`src/rtl/prog_port_pkg.sv`:
```
// Constants, types and encodings of the parallel programming port.
// Assumes a single 25 MHz clock; pins arrive asynchronously.
package prog_port_pkg;

  localparam int CLK_PERIOD_NS  = 40;
  localparam int ENTRY_HOLD_NS  = 100;
  localparam int ENTRY_HOLD_CYC = (ENTRY_HOLD_NS + CLK_PERIOD_NS - 1) / CLK_PERIOD_NS;

  localparam logic [1:0] ACT_ADDR = 2'h0;
  localparam logic [1:0] ACT_DATA = 2'h1;
  localparam logic [1:0] ACT_CMD  = 2'h2;

  localparam logic [7:0] CMD_NOP        = 8'h00;
  localparam logic [7:0] CMD_CHIP_ERASE = 8'h80;
  localparam logic [7:0] CMD_WR_FUSE    = 8'h40;
  localparam logic [7:0] CMD_WR_LOCK    = 8'h20;
  localparam logic [7:0] CMD_WR_FLASH   = 8'h10;
  localparam logic [7:0] CMD_WR_EE      = 8'h11;
  localparam logic [7:0] CMD_RD_SIG     = 8'h08;
  localparam logic [7:0] CMD_RD_FUSE    = 8'h04;
  localparam logic [7:0] CMD_RD_FLASH   = 8'h02;
  localparam logic [7:0] CMD_RD_EE      = 8'h03;

  localparam int FLASH_PAGE_WORDS = 64;
  localparam int FLASH_WORD_BITS  = 6;
  localparam int FLASH_ADDR_BITS  = 14;
  localparam int EE_PAGE_BYTES    = 4;
  localparam int EE_BYTE_BITS     = 2;

  localparam logic [7:0] FUSE_LO_RESET = 8'hE1;
  localparam logic [7:0] FUSE_HI_RESET = 8'h99;
  localparam logic [7:0] LOCK_RESET    = 8'hFF;
  localparam int         KEEP_EE_BIT   = 3;

  // Arbitrary identity and trim values, not those of any real part
  localparam logic [7:0] SIG_BYTE0 = 8'hA5;
  localparam logic [7:0] SIG_BYTE1 = 8'h5A;
  localparam logic [7:0] SIG_BYTE2 = 8'h3C;
  localparam logic [7:0] CAL_BYTE0 = 8'h80;
  localparam logic [7:0] CAL_BYTE1 = 8'h84;
  localparam logic [7:0] CAL_BYTE2 = 8'h88;
  localparam logic [7:0] CAL_BYTE3 = 8'h8C;

  localparam int FIFO_DEPTH = 8;

  // Synchroniser vector layout
  localparam int NUM_SYNC  = 17;
  localparam int PIN_HV    = 0;
  localparam int PIN_OE_N  = 1;
  localparam int PIN_WR_N  = 2;
  localparam int PIN_PAGE_BUFFER_LATCH = 3;
  localparam int PIN_BS2   = 4;
  localparam int PIN_BS1   = 5;
  localparam int PIN_ACT0  = 6;
  localparam int PIN_ACT1  = 7;
  localparam int PIN_LCLK  = 8;
  localparam int PIN_DATA  = 9;
  localparam logic [NUM_SYNC-1:0] PIN_RESET = 17'h00006;

  typedef enum logic [3:0] {
    MEM_WR_FLASH     = 4'h1,
    MEM_WR_EE        = 4'h2,
    MEM_COMMIT_FLASH = 4'h3,
    MEM_COMMIT_EE    = 4'h4,
    MEM_ERASE_FLASH  = 4'h5,
    MEM_ERASE_SRAM   = 4'h6,
    MEM_ERASE_EE     = 4'h7,
    MEM_RD_FLASH     = 4'h8,
    MEM_RD_EE        = 4'h9
  } mem_op_e;

  typedef struct packed {
    mem_op_e     op;
    logic [13:0] addr;
    logic [15:0] data;
    logic        last;
  } mem_req_s;

  typedef enum logic [3:0] {
    ST_IDLE   = 4'b0001,
    ST_STREAM = 4'b0010,
    ST_ERASE  = 4'b0100,
    ST_WAIT   = 4'b1000
  } prog_state_e;

endpackage

```
`src/rtl/prog_port.sv`:
```
// Parallel programming port: command/address/data loading, page buffers,
// fuse and lock bits, and a request stream toward the memory array.
// Assumes the memory side consumes MEM_REQ, pulses MEM_DONE after a
// request marked last, and returns read words with MEM_RVALID.
//
// Contract
// - Load clock rise: action 00 address, 01 data, 10 command, 11 nothing.
// - Write strobe or output enable low performs the last loaded command.
// - Command byte encodings for erase, writes and reads are fixed.
// - Ready/busy low during programming or erase, high when commands accepted; fuse and lock writes here never take it low.
// - Byte select one and two choose low, high or second high byte.
// - Data bus driven only while output enable is low.
// - Entry pins changing within 100ns of high voltage cancel entry.
// - Command and address stay loaded across programming.
// - Chip erase clears flash, SRAM, EEPROM, then locks; fuses kept.
// - Keep-EEPROM fuse programmed leaves EEPROM intact on chip erase.
// - Chip erase starts on write strobe; busy until done.
// - Flash write: command, address low, data low, data high, latch, program.
// - Page latch rise with byte select one high stores word in buffer.
// - Flash page 64 words; word bits 5:0, page bits 13:6.
// - EEPROM page 4 bytes; byte bits 1:0, page bits 9:2.
// - Upper address low bits act as page bits during page write.
// - Write strobe with byte select one low programs buffered page.
// - Trim register loads the first calibration byte at reset.
// - Signature bytes always readable, locked or not.
// - Command 0000 0000 is no operation ending page programming.
// - Read flash: byte select one low gives low byte, high gives high.

`timescale 1ns/1ns
`default_nettype none

module prog_fifo #(
  parameter int WIDTH = 8,
  parameter int DEPTH = 8
) (
  input  wire logic             clk,
  input  wire logic             reset,
  input  wire logic             in_valid,
  output logic                  in_ready,
  input  wire logic [WIDTH-1:0] in_data,
  output logic                  out_valid,
  input  wire logic             out_ready,
  output logic      [WIDTH-1:0] out_data
);
  localparam int AW = $clog2(DEPTH);

  logic [WIDTH-1:0] store [DEPTH];
  logic [AW:0]      wptr_reg;
  logic [AW:0]      rptr_reg;

  assign in_ready  = (wptr_reg[AW-1:0] != rptr_reg[AW-1:0]) || (wptr_reg[AW] == rptr_reg[AW]);
  assign out_valid = (wptr_reg != rptr_reg);
  assign out_data  = store[rptr_reg[AW-1:0]];

  always_ff @(posedge clk) begin
    if (in_valid && in_ready) begin
      store[wptr_reg[AW-1:0]] <= in_data;
    end
  end

  always_ff @(posedge clk) begin
    if (reset) begin
      wptr_reg <= '0;
      rptr_reg <= '0;
    end else begin
      if (in_valid && in_ready) begin
        wptr_reg <= wptr_reg + 1'b1;
      end
      if (out_valid && out_ready) begin
        rptr_reg <= rptr_reg + 1'b1;
      end
    end
  end
endmodule

module prog_port
  import prog_port_pkg::*;
(
  input  wire logic        CLK,
  input  wire logic        RESET,
  input  wire logic        LOAD_CLOCK_PIN,
  input  wire logic        ACTION_CODE_BIT0,
  input  wire logic        ACTION_CODE_BIT1,
  input  wire logic        BYTE_SELECT_ONE,
  input  wire logic        BYTE_SELECT_TWO,
  input  wire logic        PAGE_BUFFER_LATCH,
  input  wire logic        WRITE_N,
  input  wire logic        OUTPUT_ENABLE_N,
  input  wire logic        HIGH_VOLTAGE_RESET,
  input  wire logic [7:0]  DATA_IN,
  output logic      [7:0]  DATA_OUT,
  output logic             DATA_OE_N,
  output logic             READY_NOT_BUSY,
  output logic             PROG_MODE,
  output logic      [7:0]  RC_TRIM_REGISTER,
  output logic             KEEP_EEPROM_ON_ERASE,
  output mem_req_s         MEM_REQ,
  output logic             MEM_VALID,
  input  wire logic        MEM_READY,
  input  wire logic        MEM_DONE,
  input  wire logic [15:0] MEM_RDATA,
  input  wire logic        MEM_RVALID
);

  logic [NUM_SYNC-1:0] raw;
  logic [NUM_SYNC-1:0] s1_reg;
  logic [NUM_SYNC-1:0] s2_reg;
  logic [NUM_SYNC-1:0] s3_reg;
  logic [NUM_SYNC-1:0] filt_reg;
  logic [NUM_SYNC-1:0] prev_reg;

  assign raw = {DATA_IN, LOAD_CLOCK_PIN, ACTION_CODE_BIT1, ACTION_CODE_BIT0, BYTE_SELECT_ONE,
                BYTE_SELECT_TWO, PAGE_BUFFER_LATCH, WRITE_N, OUTPUT_ENABLE_N, HIGH_VOLTAGE_RESET};

  // Three stages per pin; a change counts only once stages two and three agree
  genvar gi;
  generate
    for (gi = 0; gi < NUM_SYNC; gi++) begin : g_sync
      always_ff @(posedge CLK) begin
        if (RESET) begin
          s1_reg[gi]   <= PIN_RESET[gi];
          s2_reg[gi]   <= PIN_RESET[gi];
          s3_reg[gi]   <= PIN_RESET[gi];
          filt_reg[gi] <= PIN_RESET[gi];
          prev_reg[gi] <= PIN_RESET[gi];
        end else begin
          s1_reg[gi]   <= raw[gi];
          s2_reg[gi]   <= s1_reg[gi];
          s3_reg[gi]   <= s2_reg[gi];
          prev_reg[gi] <= filt_reg[gi];
          if (s2_reg[gi] == s3_reg[gi]) begin
            filt_reg[gi] <= s3_reg[gi];
          end
        end
      end
    end
  endgenerate

  logic       hv;
  logic       oe_n;
  logic       bs1;
  logic       bs2;
  logic [1:0] act;
  logic [7:0] din;
  logic       lclk_rise;
  logic       page_buffer_latch_rise;
  logic       wr_fall;
  logic       oe_fall;
  logic       hv_rise;
  logic [3:0] entry_pins;
  logic [3:0] entry_prev;

  assign hv         = filt_reg[PIN_HV];
  assign oe_n       = filt_reg[PIN_OE_N];
  assign bs1        = filt_reg[PIN_BS1];
  assign bs2        = filt_reg[PIN_BS2];
  assign act        = {filt_reg[PIN_ACT1], filt_reg[PIN_ACT0]};
  assign din        = filt_reg[PIN_DATA +: 8];
  assign lclk_rise  = filt_reg[PIN_LCLK] && !prev_reg[PIN_LCLK];
  assign page_buffer_latch_rise = filt_reg[PIN_PAGE_BUFFER_LATCH] && !prev_reg[PIN_PAGE_BUFFER_LATCH];
  assign wr_fall    = !filt_reg[PIN_WR_N] && prev_reg[PIN_WR_N];
  assign oe_fall    = !oe_n && prev_reg[PIN_OE_N];
  assign hv_rise    = hv && !prev_reg[PIN_HV];
  assign entry_pins = {filt_reg[PIN_PAGE_BUFFER_LATCH], act, bs1};
  assign entry_prev = {prev_reg[PIN_PAGE_BUFFER_LATCH], prev_reg[PIN_ACT1], prev_reg[PIN_ACT0],
                       prev_reg[PIN_BS1]};

  // Entry into programming mode
  logic       prog_mode_reg;
  logic       entry_arm_reg;
  logic [1:0] entry_cnt_reg;

  always_ff @(posedge CLK) begin
    if (RESET || !hv) begin
      prog_mode_reg <= 1'b0;
      entry_arm_reg <= 1'b0;
      entry_cnt_reg <= 2'h0;
    end else if (hv_rise) begin
      entry_arm_reg <= (entry_pins == 4'h0);
      entry_cnt_reg <= 2'h0;
    end else if (entry_arm_reg) begin
      // Pins moving inside hold cancel entry
      if (entry_pins != entry_prev) begin
        entry_arm_reg <= 1'b0;
      end else if (entry_cnt_reg == 2'(ENTRY_HOLD_CYC - 1)) begin
        prog_mode_reg <= 1'b1;
        entry_arm_reg <= 1'b0;
      end else begin
        entry_cnt_reg <= entry_cnt_reg + 2'h1;
      end
    end
  end

  // Command, address and data latches
  logic [7:0] cmd_reg;
  logic [7:0] addr_lo_reg;
  logic [7:0] addr_hi_reg;
  logic [7:0] data_lo_reg;
  logic [7:0] data_hi_reg;

  always_ff @(posedge CLK) begin
    if (RESET) begin
      cmd_reg     <= CMD_NOP;
      addr_lo_reg <= 8'h00;
      addr_hi_reg <= 8'h00;
      data_lo_reg <= 8'h00;
      data_hi_reg <= 8'h00;
    end else if (prog_mode_reg && lclk_rise) begin
      // Byte select one picks the byte
      // Loading no-op command is plain command load
      unique case (act)
        ACT_ADDR: begin
          if (bs1) begin
            addr_hi_reg <= din;
          end else begin
            addr_lo_reg <= din;
          end
        end
        ACT_DATA: begin
          if (bs1) begin
            data_hi_reg <= din;
          end else begin
            data_lo_reg <= din;
          end
        end
        ACT_CMD: begin
          cmd_reg <= din;
        end
        default: begin
        end
      endcase
    end
  end

  // Page buffers
  logic [15:0] page_buf [FLASH_PAGE_WORDS];
  logic [7:0]  ee_buf   [EE_PAGE_BYTES];

  always_ff @(posedge CLK) begin
    if (prog_mode_reg && page_buffer_latch_rise) begin
      if (cmd_reg == CMD_WR_FLASH && bs1) begin
        page_buf[addr_lo_reg[FLASH_WORD_BITS-1:0]] <= {data_hi_reg, data_lo_reg};
      end
      if (cmd_reg == CMD_WR_EE) begin
        ee_buf[addr_lo_reg[EE_BYTE_BITS-1:0]] <= data_lo_reg;
      end
    end
  end

  // Sequencer
  prog_state_e state_reg;
  logic [6:0]  idx_reg;
  logic        is_flash_reg;
  logic        is_erase_reg;
  logic        rd_pend_reg;
  logic        push_valid;
  logic        push_ready;
  mem_req_s    push_req;
  logic [7:0]  fuse_lo_reg;
  logic [7:0]  fuse_hi_reg;
  logic [7:0]  lock_reg;
  logic        keep_ee;
  logic        start_wr;
  logic [7:0]  flash_page;
  logic        stream_end;

  assign keep_ee    = !fuse_hi_reg[KEEP_EE_BIT];
  assign start_wr   = prog_mode_reg && wr_fall && (state_reg == ST_IDLE);
  // Upper address low bits become page bits
  assign flash_page = {addr_hi_reg[5:0], addr_lo_reg[7:6]};
  assign stream_end = is_flash_reg ? (idx_reg == 7'(FLASH_PAGE_WORDS))
                                   : (idx_reg == 7'(EE_PAGE_BYTES));

  always_comb begin
    push_valid = 1'b0;
    push_req   = '{op: MEM_RD_FLASH, addr: 14'h0000, data: 16'h0000, last: 1'b0};
    unique case (state_reg)
      ST_STREAM: begin
        push_valid = 1'b1;
        // Word and page fields of flash address
        if (is_flash_reg) begin
          push_req.addr = {flash_page, idx_reg[FLASH_WORD_BITS-1:0]};
          push_req.data = page_buf[idx_reg[FLASH_WORD_BITS-1:0]];
          push_req.op   = stream_end ? MEM_COMMIT_FLASH : MEM_WR_FLASH;
        end else begin
          // Page bits 9:2 of EEPROM address
          push_req.addr = {4'h0, addr_hi_reg[1:0], addr_lo_reg[7:2], idx_reg[1:0]};
          push_req.data = {8'h00, ee_buf[idx_reg[EE_BYTE_BITS-1:0]]};
          push_req.op   = stream_end ? MEM_COMMIT_EE : MEM_WR_EE;
        end
        push_req.last = stream_end;
      end
      ST_ERASE: begin
        push_valid = 1'b1;
        // Flash, SRAM, EEPROM erased in turn
        unique case (idx_reg[1:0])
          2'h0:    push_req.op = MEM_ERASE_FLASH;
          2'h1:    push_req.op = MEM_ERASE_SRAM;
          default: push_req.op = MEM_ERASE_EE;
        endcase
        push_req.last = (idx_reg[1:0] == 2'h2) || (idx_reg[1:0] == 2'h1 && keep_ee);
      end
      ST_IDLE: begin
        push_valid    = rd_pend_reg;
        push_req.op   = (cmd_reg == CMD_RD_EE) ? MEM_RD_EE : MEM_RD_FLASH;
        push_req.addr = (cmd_reg == CMD_RD_EE) ? {4'h0, addr_hi_reg[1:0], addr_lo_reg}
                                               : {addr_hi_reg[5:0], addr_lo_reg};
      end
      default: begin
      end
    endcase
  end

  always_ff @(posedge CLK) begin
    if (RESET || !prog_mode_reg) begin
      state_reg    <= ST_IDLE;
      idx_reg      <= 7'h00;
      is_flash_reg <= 1'b0;
      is_erase_reg <= 1'b0;
    end else begin
      unique case (state_reg)
        ST_IDLE: begin
          idx_reg <= 7'h00;
          if (start_wr) begin
            if (cmd_reg == CMD_CHIP_ERASE) begin
              state_reg    <= ST_ERASE;
              is_erase_reg <= 1'b1;
            end else if ((cmd_reg == CMD_WR_FLASH || cmd_reg == CMD_WR_EE) && !bs1) begin
              state_reg    <= ST_STREAM;
              is_flash_reg <= (cmd_reg == CMD_WR_FLASH);
              is_erase_reg <= 1'b0;
            end
          end
        end
        ST_STREAM, ST_ERASE: begin
          if (push_ready) begin
            idx_reg <= idx_reg + 7'h01;
            if (push_req.last) begin
              state_reg <= ST_WAIT;
            end
          end
        end
        ST_WAIT: begin
          if (MEM_DONE) begin
            state_reg <= ST_IDLE;
          end
        end
        default: state_reg <= ST_IDLE;
      endcase
    end
  end

  // Fuse and lock bits; erase never touches fuses
  always_ff @(posedge CLK) begin
    if (RESET) begin
      fuse_lo_reg <= FUSE_LO_RESET;
      fuse_hi_reg <= FUSE_HI_RESET;
      lock_reg    <= LOCK_RESET;
    end else if (state_reg == ST_WAIT && MEM_DONE && is_erase_reg) begin
      // Locks cleared only after memory erased
      lock_reg <= LOCK_RESET;
    end else if (start_wr && cmd_reg == CMD_WR_FUSE && !bs2) begin
      if (bs1) begin
        fuse_hi_reg <= data_lo_reg;
      end else begin
        fuse_lo_reg <= data_lo_reg;
      end
    end else if (start_wr && cmd_reg == CMD_WR_LOCK) begin
      // Lock bits can only be programmed; erase is the way back
      lock_reg <= lock_reg & data_lo_reg;
    end
  end

  // Read requests and returned word
  logic [15:0] rd_word_reg;

  always_ff @(posedge CLK) begin
    if (RESET || !prog_mode_reg) begin
      rd_pend_reg <= 1'b0;
      rd_word_reg <= 16'h0000;
    end else begin
      if (oe_fall && (cmd_reg == CMD_RD_FLASH || cmd_reg == CMD_RD_EE)) begin
        rd_pend_reg <= 1'b1;
      end else if (state_reg == ST_IDLE && push_ready) begin
        rd_pend_reg <= 1'b0;
      end
      if (MEM_RVALID) begin
        rd_word_reg <= MEM_RDATA;
      end
    end
  end

  // Output byte and bus drive
  logic [7:0] dout_reg;
  logic       drive_n_reg;
  logic [7:0] sig_byte;
  logic [7:0] cal_byte;

  always_comb begin
    unique case (addr_lo_reg[1:0])
      2'h0:    begin sig_byte = SIG_BYTE0; cal_byte = CAL_BYTE0; end
      2'h1:    begin sig_byte = SIG_BYTE1; cal_byte = CAL_BYTE1; end
      2'h2:    begin sig_byte = SIG_BYTE2; cal_byte = CAL_BYTE2; end
      default: begin sig_byte = 8'h00;     cal_byte = CAL_BYTE3; end
    endcase
  end

  always_ff @(posedge CLK) begin
    if (RESET) begin
      dout_reg    <= 8'h00;
      drive_n_reg <= 1'b1;
    end else begin
      // Bus driven only with output enable low
      drive_n_reg <= !(prog_mode_reg && !oe_n);
      unique case (cmd_reg)
        // Byte select one picks flash byte
        CMD_RD_FLASH: dout_reg <= bs1 ? rd_word_reg[15:8] : rd_word_reg[7:0];
        CMD_RD_EE:    dout_reg <= rd_word_reg[7:0];
        CMD_RD_SIG:   dout_reg <= bs1 ? cal_byte : sig_byte;
        CMD_RD_FUSE: begin
          // Second high byte via byte select two
          unique case ({bs2, bs1})
            2'b00:   dout_reg <= fuse_lo_reg;
            2'b11:   dout_reg <= fuse_hi_reg;
            2'b01:   dout_reg <= lock_reg;
            default: dout_reg <= 8'hFF;
          endcase
        end
        default: dout_reg <= 8'h00;
      endcase
    end
  end

  // Trim register takes the first calibration byte at reset
  logic [7:0] trim_reg;

  always_ff @(posedge CLK) begin
    if (RESET) begin
      trim_reg <= CAL_BYTE0;
    end
  end

  prog_fifo #(
    .WIDTH ($bits(mem_req_s)),
    .DEPTH (FIFO_DEPTH)
  ) u_fifo (
    .clk       (CLK),
    .reset     (RESET),
    .in_valid  (push_valid),
    .in_ready  (push_ready),
    .in_data   (push_req),
    .out_valid (MEM_VALID),
    .out_ready (MEM_READY),
    .out_data  (MEM_REQ)
  );

  assign DATA_OUT             = dout_reg;
  assign DATA_OE_N            = drive_n_reg;
  assign READY_NOT_BUSY       = (state_reg == ST_IDLE);
  assign PROG_MODE            = prog_mode_reg;
  assign RC_TRIM_REGISTER     = trim_reg;
  assign KEEP_EEPROM_ON_ERASE = keep_ee;
endmodule

`default_nettype wire

```
`config.mk`:
```
export PLATFORM = sky130hd
export DESIGN_NAME = prog_port
export DESIGN_NICKNAME = d
export VERILOG_FILES = /design/src/rtl/prog_port_pkg.sv /design/src/rtl/prog_port.sv
export SDC_FILE = /design/constraint.sdc
export NUM_CORES = 1
export LEC_CHECK = 0
export BUFFER_PORTS_ARGS = -buffer_cell sky130_fd_sc_hd__buf_2
export CAP_MARGIN = 20
export CORE_ASPECT_RATIO = 0.75
export CORE_UTILIZATION = 40
export CTS_CLUSTER_DIAMETER = 30
export DETAILED_ROUTE_END_ITERATION = 10
export PLACE_DENSITY = 0.58
export SYNTH_ARGS = -nofsm -noshare
export SYNTH_HDL_FRONTEND = slang
export SYNTH_HIERARCHICAL = 1
export SYNTH_SLANG_ARGS = --single-unit
```
`constraint.sdc`:
```
create_clock -name CLK -period 6.56 [get_ports CLK]
set_input_delay 0.328 -clock CLK [delete_from_list [all_inputs] [get_ports CLK]]
set_output_delay 0.328 -clock CLK [all_outputs]
set_load 0.01 [all_outputs]
```
; After elaboration in Yosys (flattened, before gate mapping)
; Memories as Yosys holds them, arrays and structs flattened. A register that Yosys moved wholly into a read port is not among the register bits.
; Index checks and enable logic that the tools add are counted.
[op_classes]
addsub = 4
mux = 49
order_cmp = 0
bitwise = 8
shift = 0
mul = 0
div = 0
n_eq_ne = 50
reduce_logical = 64
[ops]
columns = op, count
row1 = $pmux W8 S3, 2
row2 = $pmux W4 S3, 3
row3 = $mux W33, 1
row4 = $pmux W8 S4, 1
row5 = $pmux W14 S2, 1
row6 = $mux W4, 6
row7 = $reduce_and A3 Y1, 8
row8 = $logic_and A1 B1 Y1, 22
row9 = $eq A1 B1 Y1, 18
row10 = $mux W1, 18
row11 = $eq A8 B2 Y1 const B, 2
row12 = $eq A8 B5 Y1 const B, 2
row13 = $mux W16, 1
row14 = $mux W8, 2
row15 = $mux W14, 1
row16 = $pmux W7 S2, 1
row17 = $mux W6, 2
row18 = $logic_not A1 Y1, 11
row19 = $eq A2 B2 Y1 const B, 5
row20 = $mux W3, 3
row21 = $add A4 B1 Y4 const B, 2
row22 = $and A8 B8 Y8, 1
row23 = $eq A2 B1 Y1 const B, 4
row24 = $eq A8 B3 Y1 const B, 1
row25 = other kinds (30), 57
[word_totals]
mem_bits_ro = 0
ff_bits = 189
wordCells = 275
input_bits = 38
latchBits = 0
mem_count = 3
ram_bits = 1336
[mem_list]
columns = memory, words, word_bits, read_ports, rd_clocked_by_memory_dff, wr, line_no
row1 = page_buf, 64, 16, 1, 1, 1, prog_port.sv:236  ; logic [15:0] page_buf [FLASH_PAGE_WORDS];
row2 = u_fifo.store, 8, 35, 1, 1, 1, prog_port.sv:47  ; logic [WIDTH-1:0] store [DEPTH];
row3 = ee_buf, 4, 8, 1, 1, 1, prog_port.sv:237  ; logic [7:0] ee_buf [EE_PAGE_BYTES];

; Longest topological paths before layout
[depth]
depth_word = 8
ltp_mapped = 10
mapped_depth_nobuf = 8

; By module
; The synthesis kept the hierarchy.
[by_module_without_submodules]
columns = module, seq_area_each_um2, cells_per_inst, area_each_um2, n_inst
row1 = prog_port, 35454.0, 2583, 47790.8, 1
row2 = prog_fifo, 8628.3, 490, 11240.8, 1

; Worst setup path before layout
; OpenSTA, ideal clock, no wires.
[synth_path]
path_type = register to register
startpoint = reg state_reg[2]
endpoint = mem u_fifo/store[3][0] in the netlist's numbering, enable pin
path_stages_with_launch = 10
setup_slack_ns = 0.728
required_ns = 6.033
period_less_slack_ns = 5.832
setup_time_ns = 0.527
arrival_time_ns = 5.305
cell_sequence = dfxtp_1 clkbuf_1 or3_1 clkbuf_1 inv_2 clkbuf_1 nand2_1 nand2_1 nand2_1 nor4b_1
[synth_via]
word_cells_on_any_way = 8
classes_between = eq/ne: 3 / mux: 3 / reduce/logical: 2
[synth_rtl]
columns = element, line_no
row1 = start: declaration, prog_port.sv:251  ; prog_state_e state_reg;
row2 = start signal: assignment, prog_port.sv:316  ; state_reg <= ST_IDLE;
row3 = start signal: assignment, prog_port.sv:326  ; state_reg <= ST_ERASE;
row4 = start signal: assignment, prog_port.sv:329  ; state_reg <= ST_STREAM;
row5 = $eq A4 B1 Y1, -
row6 = named net READY_NOT_BUSY, prog_port.sv:93  ; output logic READY_NOT_BUSY,
row7 = $pmux W1 S2, prog_port.sv:277  ; unique case (state_reg)
row8 = named net push_valid, prog_port.sv:256  ; logic push_valid;
row9 = $logic_and A1 B1 Y1, prog_port.sv:56  ; if (in_valid && in_ready) begin
row10 = $mux W1, prog_port.sv:56
row11 = $mux W1 (implied by the code), prog_port.sv:57  ; store[wptr_reg[AW-1:0]] <= in_data;
row12 = end: declaration, prog_port.sv:47
; The timed path passes the listed nets, and every way through them passes these cells.

==> metrics.md <==
| Metric | Value |
|---|---|
| Final Cycle Share | 62.3% |
| FF-to-FF End | u_fifo/store[5][4] |
| Final hold vios | 0 |
| End of the worst hold path | rd_word_reg[10] |
| Dpl ws | 2.38 ns |
| CP max-delay cell | o221ai_1 |
| WP buf/inv | 2 |
| # fillers | 11900 |
| Placed inst area | 0.0623 mm² |
| Cell internal pwr | 18.2 mW |
| Largest buffer count on any clock path | 3 |
| P&R area growth vs syn | 20.0% |
| Worst path arrival time | 4.63 ns |
| # DRC | 0 |
| Root Buffer | clkbuf_16 |
| Hold Path Class | input port to flip-flop |
| VDD IR max | 0.000236 V |
| Ant. Diodes | 0 |
| Initial Utilization | 40.5% |
| Vias per cell | 5.48 |
| Most used DFF post-synth | edfxtp_1 |
| Netlist Area Pre-Place | 0.0590 mm² |
| Sw Pwr | 4.87 mW |
| Post-layout util | 48.6% |
| GPL Wtd Cong | 0.813 |
| Cell row count | 121 |
| Total gr overflow | 0 |
| Post-route cell area | 0.0709 mm² |
| Post-synth EDFFs | 1336 |
| R2R cell count | 7 |
| CTS tree | yes |
| Die height | 335 µm |
| Status | complete, no violations |
| Antenna violations before repair | 5 |
| CP required | 7.10 ns |
| Crit path top cell by count | buf_4 |
| Total track usage | 19.7% |
| CTS Buf Count | 232 |
| Detail Placement HPWL | 86.7 mm |
| Top Family by Delay on Critical Path | compound AO/OA/AOI/OAI gates |
| CP startpoint kind | flip-flop |
| Avg Cell Area, Syn | 19.2 µm² |
| Synthesis-stage register bit count | 1534 |
| Sequential element share of the synthesized area | 74.7% |
| Clock transition at the registers of the reported paths | 0.06 ns |
| Buffers on Ports | 85 |
| Peak Freq | 245 MHz |
| Relative max-transition margin | 17.0% |
| Async SR Flop Fraction | 0% |
| Total power | 23.1 mW |
| Nets | 3463 |
| Reg power frac | 45.6% |
| Unrepaired setup endpoints after global routing | false |
| Average routed wire per standard cell | 26.3 µm |
| Power share of the combinational group | 1.1% |
| Post-route setup TNS | 0 ns |
| First-pass GRT wire length | 214 mm |
| Final WS setup | 2.47 ns |
| Setup CP Type | flip-flop to flip-flop |
| Pin count of the biggest net entering global routing | 111 |
| Area taken by flip-flops and latches | 0.0441 mm² |
| Most frequent cell after synthesis | edfxtp_1 |
| Area of the multi-input gates | 0.0142 mm² |
| Syn Inst Count | 3073 |
| Post-synth top area cell | edfxtp_1 |
| H-tree Lvls | 4 |
| YS warnings | 6 |
| Worst skew pair latency | 0.85 ns |
| Worst-margin pin slew | 1.21 ns |
| Drt total wl | 147 mm |
| Number of flip-flops in the largest register | 1024 |
| Vias in the first global route | 30600 |
| Post-synth top cells | edfxtp_1, mux4_2, dfxtp_1 |
| Clock sink total | 1534 |
| Die area | 0.149 mm² |
| Vias | 30600 |
| WHS Path Cells | 3 |
| 1st-pass router iterations | 6 |
| Area contributors post-synth | edfxtp_1, mux4_2, dfxtp_1 |
| Setup violations, final | 0 |
| Min-delay src | MEM_RVALID |
| Switching Fraction | 21.1% |
| Reg2Reg Setup Slack | 2.47 ns |
| CP Cell Sequence | buf_4, buf_4, mux2i_1, a22o_1, a2111oi_0, nor4_1, o221ai_1 |
| Library cells used by synthesis | 68 |
| LEAKAGE | 22.5 nW |
| Top Ports | 94 |
| Final Skew | 0.0596 ns |
| Die width | 446 µm |
| Initial DRC count | 3322 |
| Postcts setup bufs | 0 |
| Total of max-cap violations | 0 |
| PD cells | 326 mW/mm² |
| CP endpoint kind | flip-flop |
| Fraction of layout cells with a size suffix above 1 | 29.2% |
| Fin crit period | 4.09 ns |
| Post-DRT Antenna Nets | 0 |
| Critical path peak fanout | 52 |
| Final Slew Violations | 0 |
| Yosys top cell area share | 68.0% |
| Core Box Area | 0.146 mm² |
| Clock group share of total power | 53.3% |
| Worst path max stage delay | 0.67 ns |
## per-stage QoR
stage / hold slack, ns / cells
5_1_grt: 0.0731 / 5580
2_1_floorplan: 0.389 / 3079
6_report: 0.0620 / 5580
4_1_cts: 0.000219 / 5573
3_3_place_gp: 0.392 / 5087
3_5_place_dp: 0.395 / 5087
## worst min-delay path: stages
cell and delay [ns]:
buf_2 0.26, mux2i_1 0.18, nor2_1 0.09
## worst max-delay path by stage
| stage | to | slack, ns | cells after the start |
|---|---|---|---|
| finish | u_fifo/store[5][4] | 2.47 | 7 |
| global route | u_fifo/store[3][6] | 2.21 | 7 |
| CTS | u_fifo/store[4][5] | 2.33 | 6 |
| detailed placement | u_fifo/store[4][5] | 2.38 | 6 |
| global placement | u_fifo/store[0][7] | 2.41 | 6 |
| floorplan | u_fifo/store[3][0] | 0.73 | 9 |
## placed cells by master, fill, tap and decap left out, types with 9 or more instances in the layout
cell | netlist | final
o221ai_1 | 9 | 9
clkinv_2 | 0 | 29
nand3b_1 | 11 | 11
a21oi_1 | 40 | 40
clkbuf_16 | 0 | 234
nor2b_1 | 108 | 108
clkinv_1 | 0 | 21
a211oi_1 | 37 | 37
mux2_2 | 71 | 71
inv_1 | 19 | 19
a2111oi_1 | 0 | 9
clkinv_4 | 0 | 21
ha_1 | 15 | 15
nor2_1 | 169 | 153
or2_2 | 12 | 12
a22o_1 | 52 | 52
buf_4 | 12 | 130
nor2_2 | 0 | 15
mux2i_1 | 154 | 154
nand3_1 | 24 | 24
clkinvlp_4 | 0 | 24
nor4_1 | 20 | 19
nand2_1 | 76 | 76
dfxtp_1 | 198 | 176
inv_6 | 0 | 35
nand2b_1 | 14 | 14
buf_2 | 55 | 88
edfxtp_1 | 1336 | 1336
o21ai_0 | 38 | 37
clkbuf_1 | 88 | 24
mux4_2 | 299 | 299
o22ai_1 | 26 | 26
dlygate4sd3_1 | 0 | 50
dfxtp_2 | 0 | 17
bufinv_16 | 0 | 23
a2111oi_0 | 32 | 23
## cell families (layout without fill, tap and decap cells)
group	Yosys count	in the layout	synth area share (%)
other cells	2	8	0.0127
fa+ha+maj	15	15	0.318
xor+xnor	16	16	0.250
buf+inv	197	730	1.46
compound gates	282	282	3.46
mux	526	526	15.4
flops	1534	1534	74.7
simple gates	501	501	4.41
## routing by layer
metal / wire length (µm) / vias to the layer above / GRT usage [%]
met5: 0 / - / 0
met4: 2930 / 0 / 5.45
met3: 11300 / 191 / 4.90
met2: 64500 / 1086 / 28.6
met1: 68000 / 16100 / 29.5
li1: - / 13200 / -
## area by class of cell
type	instances	share of cell area, %
clock buffers	262	8.47
well taps	1968	3.47
clock inverters	174	2.77
flip-flops and latches	1534	62.3
inverters	21	0.111
repair buffers	273	2.84
multi-input cells	1348	20.1
## power by group through the flow
stage	combinational [mW]	sequential, mW	clock [mW]
final	0.251	10.5	12.3
after global routing	0.272	10.5	12.9
after CTS	0.254	10.5	12.5
after detailed placement	0.231	10.7	0
after global placement	0.230	10.7	0
after floorplan	0.211	10.7	0
## repair_timing
item,CTS,global route
resized for setup,0,0
hold buffers,50,0
hold endpoints to repair,42,0
Power figures use the tool's default switching activity.
